$ cat src/vdcfg_pkg.sv
// Constants shared by the voice detector configuration slice.
// Assumes an 8-bit register port fed by the control bus front end.
package vdcfg_pkg;
  localparam logic [7:0] VDCFG_OFS_PAGE_SELECT = 8'h00;
  localparam logic [7:0] VDCFG_OFS_CONFIG_ONE = 8'h1E;
  localparam logic [7:0] VDCFG_OFS_CONFIG_TWO = 8'h1F;
  localparam logic [7:0] VDCFG_DETECT_PAGE = 8'h01;
  localparam logic [7:0] VDCFG_RST_PAGE_SELECT = 8'h00;
  localparam logic [7:0] VDCFG_RST_CONFIG_ONE = 8'h20;
  localparam logic [7:0] VDCFG_RST_CONFIG_TWO = 8'h08;
  localparam int VDCFG_POS_POLICY = 6;
  localparam int VDCFG_POS_CHANNEL = 4;
  localparam int VDCFG_POS_CLOCK_SOURCE_CONFIG = 2;
  localparam int VDCFG_POS_CLK_RATE = 0;
  localparam int VDCFG_POS_RSVD_HI = 7;
  localparam int VDCFG_POS_IRQ_EN = 6;
  localparam int VDCFG_POS_RSVD_MID = 4;
  localparam int VDCFG_POS_DET_REC = 3;
  // Writable bits of the second register; bits 5 and 2-0 are read-only zero.
  localparam logic [7:0] VDCFG_TWO_WR_MASK = 8'hD8;
  localparam logic [7:0] VDCFG_READ_UNMAPPED = 8'h00;
  typedef enum logic [1:0] {
    VDCFG_POLICY_HOST = 2'h0,
    VDCFG_POLICY_AUTO = 2'h1,
    VDCFG_POLICY_AUTO_UP = 2'h2,
    VDCFG_POLICY_AUTO_DOWN = 2'h3
  } vdcfg_policy_t;
  typedef enum logic [1:0] {
    VDCFG_CLK_OSC = 2'h0,
    VDCFG_CLK_BITCLK = 2'h1,
    VDCFG_CLK_MASTER = 2'h2,
    VDCFG_CLK_CUSTOM = 2'h3
  } vdcfg_clock_source_config_t;
  // External detector clock rate in kHz per rate code.
  localparam int VDCFG_EXT_KHZ_0 = 3072;
  localparam int VDCFG_EXT_KHZ_1 = 6144;
  localparam int VDCFG_EXT_KHZ_2 = 12288;
  localparam int VDCFG_EXT_KHZ_3 = 18432;
endpackage

$ cat src/vdcfg_power_policy.sv
// ADC power state keeper that follows the selected power policy.
// Assumes host commands and detector events are one-cycle pulses on CLK.
`timescale 1ns/1ns
`default_nettype none
module vdcfg_power_policy
  import vdcfg_pkg::*;
(
  input wire logic clk, // Device clock.
  input wire logic rst, // Asynchronous reset, active high.
  input wire logic clk_en, // Freezes state while low.
  input wire logic [1:0] policy, // Power policy field.
  input wire logic host_up, // Host power-up command pulse.
  input wire logic host_down, // Host power-down command pulse.
  input wire logic irq_up, // Detector event asking for power-up.
  input wire logic irq_down, // Detector event asking for power-down.
  output logic adc_on // ADC powered state.
);
  typedef enum logic {VDCFG_ADC_OFF, VDCFG_ADC_ON} vdcfg_adc_t;
  vdcfg_adc_t state;
  logic up_ok;
  logic down_ok;

  always_comb begin
    up_ok = 1'b0;
    down_ok = 1'b0;
    case (vdcfg_policy_t'(policy))
      VDCFG_POLICY_HOST: begin
        up_ok = host_up;
        down_ok = host_down;
      end
      VDCFG_POLICY_AUTO: begin
        up_ok = irq_up;
        down_ok = irq_down;
      end
      VDCFG_POLICY_AUTO_UP: begin
        up_ok = irq_up;
        down_ok = host_down;
      end
      VDCFG_POLICY_AUTO_DOWN: begin
        up_ok = host_up;
        down_ok = irq_down;
      end
      default: begin
        up_ok = 1'b0;
        down_ok = 1'b0;
      end
    endcase
  end

  always_ff @(posedge clk or posedge rst) begin
    if (rst) begin
      state <= VDCFG_ADC_OFF;
    end else if (clk_en) begin
      case (state)
        VDCFG_ADC_OFF: begin
          if (up_ok) begin
            state <= VDCFG_ADC_ON;
          end
        end
        VDCFG_ADC_ON: begin
          if (down_ok) begin
            state <= VDCFG_ADC_OFF;
          end
        end
        default: begin
          state <= VDCFG_ADC_OFF;
        end
      endcase
    end
  end

  assign adc_on = (state == VDCFG_ADC_ON);
endmodule
`default_nettype wire

$ cat src/vdcfg_regs.sv
// Page select and voice detector configuration registers with their effects.
// Assumes a control bus front end on CLK that drives one-cycle read and
// write strobes with an 8-bit offset; all inputs are synchronous to CLK.
//
// Functional notes
// - Page select at offset zero, resets zero.
// - Every page value 0 to 255 selects itself.
// - Policy 0: host alone powers ADC.
// - Policy 1: detector events power ADC up/down.
// - Policy 2: detector up, host down.
// - Policy 3: host up, detector down.
// - Channel field picks channel n+1, reset three.
// - Clock source: oscillator, bit clock, master clock.
// - Clock source 3 follows page-0 clock settings.
// - Rate code gives external clock frequency.
// - Interrupt enable turns data pin into interrupt while ADC is off.
// - Detect-while-recording bit keeps detector running.
// - First register at 0x1E, resets 0x20.
// - Second register at 0x1F, resets 0x08.
// - Detector runs only while enable bit set.
`timescale 1ns/1ns
`default_nettype none
module vdcfg_regs
  import vdcfg_pkg::*;
(
  input wire logic CLK, // Device clock, 10 MHz.
  input wire logic SYS_RST, // Asynchronous reset, active high.
  input wire logic CLK_EN, // Clock enable; state frozen while low.
  input wire logic REG_WR, // Register write strobe.
  input wire logic REG_RD, // Register read strobe.
  input wire logic [7:0] REG_ADDR, // Register offset within page.
  input wire logic [7:0] REG_WDATA, // Write data.
  output logic [7:0] REG_RDATA, // Read data, valid after read strobe.
  input wire logic DETECTOR_ENABLE, // Detector enable bit from page 0.
  input wire logic HOST_ADC_UP, // Host ADC power-up command pulse.
  input wire logic HOST_ADC_DOWN, // Host ADC power-down command pulse.
  input wire logic VOICE_IRQ_UP, // Detector voice-found event pulse.
  input wire logic VOICE_IRQ_DOWN, // Detector silence event pulse.
  input wire logic VOICE_IRQ_LEVEL, // Detector interrupt level.
  input wire logic AUDIO_SDATA, // Audio serial port data bit.
  input wire logic [1:0] CUSTOM_CLK_SEL, // Source from page-0 clock settings.
  output logic [7:0] PAGE, // Currently selected page.
  output logic ADC_POWER_ON, // ADC power state.
  output logic DETECTOR_RUN, // Detector algorithm running.
  output logic [1:0] MONITORED_CHANNEL_PICK, // Monitored channel minus one.
  output logic [3:0] CHANNEL_ONEHOT, // Monitored channel, one-hot.
  output logic [1:0] DETECTOR_CLOCK_SOURCE, // Effective detector clock source.
  output logic [1:0] DETECTOR_EXT_CLOCK_RATE, // External clock rate code.
  output logic [15:0] DETECTOR_EXT_CLOCK_KHZ, // External clock rate in kHz.
  output logic SERIAL_OUT_IRQ_MODE, // Data pin carries interrupt.
  output logic SERIAL_DATA_OUT_PIN // Serial data output pin.
);
  logic [7:0] page_select;
  logic [7:0] voice_detect_config_one;
  logic [7:0] voice_detect_config_two;
  logic on_detect_page;
  logic adc_on;
  logic irq_en;
  logic det_rec;
  logic next_run;
  logic next_irq_mode;

  function automatic logic [15:0] rate_khz(input logic [1:0] code);
    case (code)
      2'h0: rate_khz = 16'(VDCFG_EXT_KHZ_0);
      2'h1: rate_khz = 16'(VDCFG_EXT_KHZ_1);
      2'h2: rate_khz = 16'(VDCFG_EXT_KHZ_2);
      default: rate_khz = 16'(VDCFG_EXT_KHZ_3);
    endcase
  endfunction

  assign on_detect_page = (page_select == VDCFG_DETECT_PAGE);
  assign irq_en = voice_detect_config_two[VDCFG_POS_IRQ_EN];
  assign det_rec = voice_detect_config_two[VDCFG_POS_DET_REC];

  // The page register is reached at offset zero on every page.
  always_ff @(posedge CLK or posedge SYS_RST) begin
    if (SYS_RST) begin
      page_select <= VDCFG_RST_PAGE_SELECT;
      PAGE <= VDCFG_RST_PAGE_SELECT;
    end else if (CLK_EN && REG_WR && REG_ADDR == VDCFG_OFS_PAGE_SELECT) begin
      page_select <= REG_WDATA;
      PAGE <= REG_WDATA;
    end
  end

  always_ff @(posedge CLK or posedge SYS_RST) begin
    if (SYS_RST) begin
      voice_detect_config_one <= VDCFG_RST_CONFIG_ONE;
    end else if (CLK_EN && REG_WR && on_detect_page &&
                 REG_ADDR == VDCFG_OFS_CONFIG_ONE) begin
      voice_detect_config_one <= REG_WDATA;
    end
  end

  // Reserved bits 7 and 4 hold what the host writes, which should be zero.
  always_ff @(posedge CLK or posedge SYS_RST) begin
    if (SYS_RST) begin
      voice_detect_config_two <= VDCFG_RST_CONFIG_TWO;
    end else if (CLK_EN && REG_WR && on_detect_page &&
                 REG_ADDR == VDCFG_OFS_CONFIG_TWO) begin
      voice_detect_config_two <= REG_WDATA & VDCFG_TWO_WR_MASK;
    end
  end

  always_ff @(posedge CLK or posedge SYS_RST) begin
    if (SYS_RST) begin
      REG_RDATA <= VDCFG_READ_UNMAPPED;
    end else if (CLK_EN && REG_RD) begin
      if (REG_ADDR == VDCFG_OFS_PAGE_SELECT) begin
        REG_RDATA <= page_select;
      end else if (on_detect_page && REG_ADDR == VDCFG_OFS_CONFIG_ONE) begin
        REG_RDATA <= voice_detect_config_one;
      end else if (on_detect_page && REG_ADDR == VDCFG_OFS_CONFIG_TWO) begin
        REG_RDATA <= voice_detect_config_two & VDCFG_TWO_WR_MASK;
      end else begin
        REG_RDATA <= VDCFG_READ_UNMAPPED;
      end
    end
  end

  vdcfg_power_policy u_policy (
    .clk(CLK),
    .rst(SYS_RST),
    .clk_en(CLK_EN),
    .policy(voice_detect_config_one[VDCFG_POS_POLICY +: 2]),
    .host_up(HOST_ADC_UP),
    .host_down(HOST_ADC_DOWN),
    .irq_up(VOICE_IRQ_UP),
    .irq_down(VOICE_IRQ_DOWN),
    .adc_on(adc_on)
  );

  // Detection while recording stops when the recording bit is cleared.
  always_comb begin
    next_run = DETECTOR_ENABLE && (!adc_on || det_rec);
    next_irq_mode = irq_en && !adc_on;
  end

  always_ff @(posedge CLK or posedge SYS_RST) begin
    if (SYS_RST) begin
      ADC_POWER_ON <= 1'b0;
      DETECTOR_RUN <= 1'b0;
      SERIAL_OUT_IRQ_MODE <= 1'b0;
      SERIAL_DATA_OUT_PIN <= 1'b0;
    end else if (CLK_EN) begin
      ADC_POWER_ON <= adc_on;
      DETECTOR_RUN <= next_run;
      SERIAL_OUT_IRQ_MODE <= next_irq_mode;
      SERIAL_DATA_OUT_PIN <= next_irq_mode ? VOICE_IRQ_LEVEL : AUDIO_SDATA;
    end
  end

  always_ff @(posedge CLK or posedge SYS_RST) begin
    if (SYS_RST) begin
      MONITORED_CHANNEL_PICK <= VDCFG_RST_CONFIG_ONE[VDCFG_POS_CHANNEL +: 2];
      CHANNEL_ONEHOT <= 4'h4;
      DETECTOR_CLOCK_SOURCE <= VDCFG_CLK_OSC;
      DETECTOR_EXT_CLOCK_RATE <= 2'h0;
      DETECTOR_EXT_CLOCK_KHZ <= 16'(VDCFG_EXT_KHZ_0);
    end else if (CLK_EN) begin
      MONITORED_CHANNEL_PICK <= voice_detect_config_one[VDCFG_POS_CHANNEL +: 2];
      CHANNEL_ONEHOT <= 4'h1 << voice_detect_config_one[VDCFG_POS_CHANNEL +: 2];
      if (voice_detect_config_one[VDCFG_POS_CLOCK_SOURCE_CONFIG +: 2] == VDCFG_CLK_CUSTOM) begin
        DETECTOR_CLOCK_SOURCE <= CUSTOM_CLK_SEL;
      end else begin
        DETECTOR_CLOCK_SOURCE <= voice_detect_config_one[VDCFG_POS_CLOCK_SOURCE_CONFIG +: 2];
      end
      DETECTOR_EXT_CLOCK_RATE <= voice_detect_config_one[VDCFG_POS_CLK_RATE +: 2];
      DETECTOR_EXT_CLOCK_KHZ <= rate_khz(voice_detect_config_one[VDCFG_POS_CLK_RATE +: 2]);
    end
  end
endmodule
`default_nettype wire

$ cat config.mk
export PLATFORM = sky130hd
export DESIGN_NAME = vdcfg_regs
export DESIGN_NICKNAME = d
export VERILOG_FILES = /design/src/vdcfg_pkg.sv /design/src/vdcfg_power_policy.sv /design/src/vdcfg_regs.sv
export SDC_FILE = /design/constraint.sdc
export NUM_CORES = 1
export LEC_CHECK = 0
export BUFFER_PORTS_ARGS = -buffer_cell sky130_fd_sc_hd__clkbuf_2
export CAP_MARGIN = 20
export CORE_MARGIN = 8
export CORE_UTILIZATION = 40
export CTS_CLUSTER_SIZE = 10
export DETAILED_ROUTE_END_ITERATION = 12
export GPL_TIMING_DRIVEN = 0
export PLACE_DENSITY_LB_ADDON = 0.25
export REMOVE_ABC_BUFFERS = 1
export SYNTH_ARGS = -nofsm -noshare
export SYNTH_HDL_FRONTEND = slang
export SYNTH_SLANG_ARGS = --single-unit
$ cat constraint.sdc
create_clock -name CLK -period 2.93 [get_ports CLK]
set_input_delay 0.1465 -clock CLK [delete_from_list [all_inputs] [get_ports CLK]]
set_output_delay 0.1465 -clock CLK [all_outputs]
set_load 0.01 [all_outputs]
==> metrics <==
core area 5470 µm²; VDD IR max 0.237 mV; setup slack at placement 0.481 ns; CTS Buffer Depth 2; global-route wire length before repair 8390 µm; Worst Skew 0.00404 ns; worst path bufs/invs 0; vias post-DR 1560; outcome completed; Antenna Cells 0; cell taking the most area after synthesis dfrtp_1; Seq/Total Area, Yosys 53.8%; Yosys top cell area share 46.8%; synthesis warning total 0; EDFF count, synth 0; maxcap violations 0; Die H 90.9 µm; Max Fclk 0.407 GHz; Initial Util 41.0%; Hold Fails Final Rpt 0; CP endpoint kind flop; drt first pass iters 4; critical path's largest stage delay 0.58 ns; CP Data Arrival Time 2.65 ns; H-tree levels 2; # rows 27; CP Launch Type flop; final setup fails 0; GRT Total Usage 12.4%; Worst Path Required 3.12 ns; Resize count post-CTS 0; average size of a mapped cell 12.3 µm²; clk slew on worst S/H paths 0.08 ns; CP max FO 8; Hold Buf Count CTS 1; worst min-delay path class primary input to flop; Seq pwr share 54.2%; NetSw 0.301 mW; clk root buf clkbuf_8; Clk Latency, worst-skew pair 0.30 ns; synth top area cells dfrtp_1, mux2_2, dfstp_2, buf_4, ha_1; final critical-path share of the clock period 83.9%; final WL 5070 µm; ys async rst share 100%; Pins Over Slew Limit 0; layout cells sized above 1 45.6%; Post-synth top flop dfrtp_1; pin slew with the least headroom to its limit 0.911 ns; # DRC 0; CP max-delay cell or4b_4; Top delay family on crit path simple AND/OR/NAND/NOR gates; largest net degree at the start of global routing 33; initial DRC count 75; port buffer count 64; combinational group share of total power 9.5%; die width 90.9 µm; Synth cell types 35; post-synthesis sequential element count 48; Commonest cells post-synth dfrtp_1, mux2_2, inv_1, buf_4, o21ai_0; Final ANT Viol Nets 0; Gate Count Post-Synth 182; Final nets 283; RSZ-0062 raised after global routing no; DPL Wire Length 3840 µm; initial antenna violation count 0; Cell Int Power 0.987 mW; vias per inst 4.88; num ports 76; power per cell area 473 nW/µm²; synthesized area 2250 µm²; critical path type flop to flop; FILL cells 539; LEAKAGE 1.39 nW; CTS tree built; die area 8270 µm²; GRT Residual Overflow 0; most frequent cell after synthesis dfrtp_1; setup TNS 0 ns; Tmin final 2.46 ns; area grow syn2layout 21.2%; setup ws final 0.471 ns; gpl congestion 0.815; WL per Instance 15.8 µm; CTS Sinks 48; Rel. slew slack 39.1%; Setup Fix Bufs, Post-CTS 0; total CTS buffers 5; number of global-route vias before repair 1645; Clock power frac 36.3%; final core occ 49.7%; crit path cell chain or4b_4 > nor4_4 > nor3b_4 > mux2_2; switching part of the total 23.3%
[state kept, by name (all words and copies together), names as in the netlist]
name	flops
DETECTOR_EXT_CLOCK_RATE	2
SERIAL_OUT_IRQ_MODE	1
REG_RDATA	8
u_policy.adc_on	1
SERIAL_DATA_OUT_PIN	1
DETECTOR_EXT_CLOCK_KHZ	5
voice_detect_config_two	4
ADC_POWER_ON	1
CHANNEL_ONEHOT	4
DETECTOR_CLOCK_SOURCE	2
page_select	8
voice_detect_config_one	8
MONITORED_CHANNEL_PICK	2
DETECTOR_RUN	1
[area by class of cell]
type	instances	area (µm²)	area share, %
clock buffer	6	72.6	2.67
clock inverter	2	35.0	1.29
inverter	12	45.0	1.66
multi-input combinational	114	920	33.8
sequential	48	1210	44.4
tap	72	90.1	3.31
timing repair buffer	66	350	12.9
[metrics by stage]
step	hold WS, ns	instance area [µm²]	instances	power (mW)
after floorplan	0.221	2170	174	0.770
after global placement	0.405	2580	310	0.829
after detailed placement	0.141	2600	311	0.834
after CTS	0.0935	2720	320	1.31
after global routing	0.100	2720	320	1.34
final	0.0951	2720	320	1.29
[final timing paths]
check / startpoint / endpoint / slack [ns] / cells past startpoint
max: page_select[7]$_DFFE_PP0P_ / voice_detect_config_one[4]$_DFFE_PP0P_ / 0.47 / 4
min: REG_WDATA[5] / voice_detect_config_one[5]$_DFFE_PP1P_ / 0.1 / 2
max reg2reg: page_select[7]$_DFFE_PP0P_ / voice_detect_config_one[4]$_DFFE_PP0P_ / 0.47 / 4
min reg2reg: MONITORED_CHANNEL_PICK[1]$_DFFE_PP1P_ / MONITORED_CHANNEL_PICK[1]$_DFFE_PP1P_ / 0.49 / 2
max in group asynchronous: SYS_RST / voice_detect_config_one[5]$_DFFE_PP1P_ / 2.01 / 4
min in group asynchronous: SYS_RST / SERIAL_DATA_OUT_PIN$_DFFE_PP0P_ / 0.36 / 3
[cells by family after synthesis]
kind of cell / after synthesis / share of synthesized area [%]
buffers and inverters: 30 / 6.91
multiplexers: 36 / 17.7
adder cells (fa/ha/maj): 6 / 3.34
AND/OR/NAND/NOR: 30 / 9.08
AO/OA/AOI/OAI: 31 / 9.02
flip-flops: 48 / 53.8
other: 1 / 0.167
[routing by layer]
metal	vias to the layer above	GRT usage, %	part of all wire (%)
li1	749	-	-
met1	745	15.4	46
met2	60	18.6	43
met3	6	6.01	9.9
met4	0	3.68	1.0
met5	-	0	0
[power groups by stage]
stage / Sequential, mW / Combinational (mW) / Clock, mW
after floorplan: 0.717 / 0.0523 / 0
after global placement: 0.711 / 0.119 / 0
after detailed placement: 0.711 / 0.123 / 0
after CTS: 0.698 / 0.124 / 0.483
after global routing: 0.702 / 0.138 / 0.504
final: 0.698 / 0.122 / 0.467
[cell usage in the layout (no fill, tap or decap), types with 6 or more instances in the layout]
master and count:
clkbuf_2 64, dfrtp_1 42, mux2_2 29, inv_1 11
conb_1 11, o21ai_0 9, nor2_1 8, mux2i_1 7
dfstp_2 6, ha_1 6
Note: power is estimated with default switching activity, not from simulation.
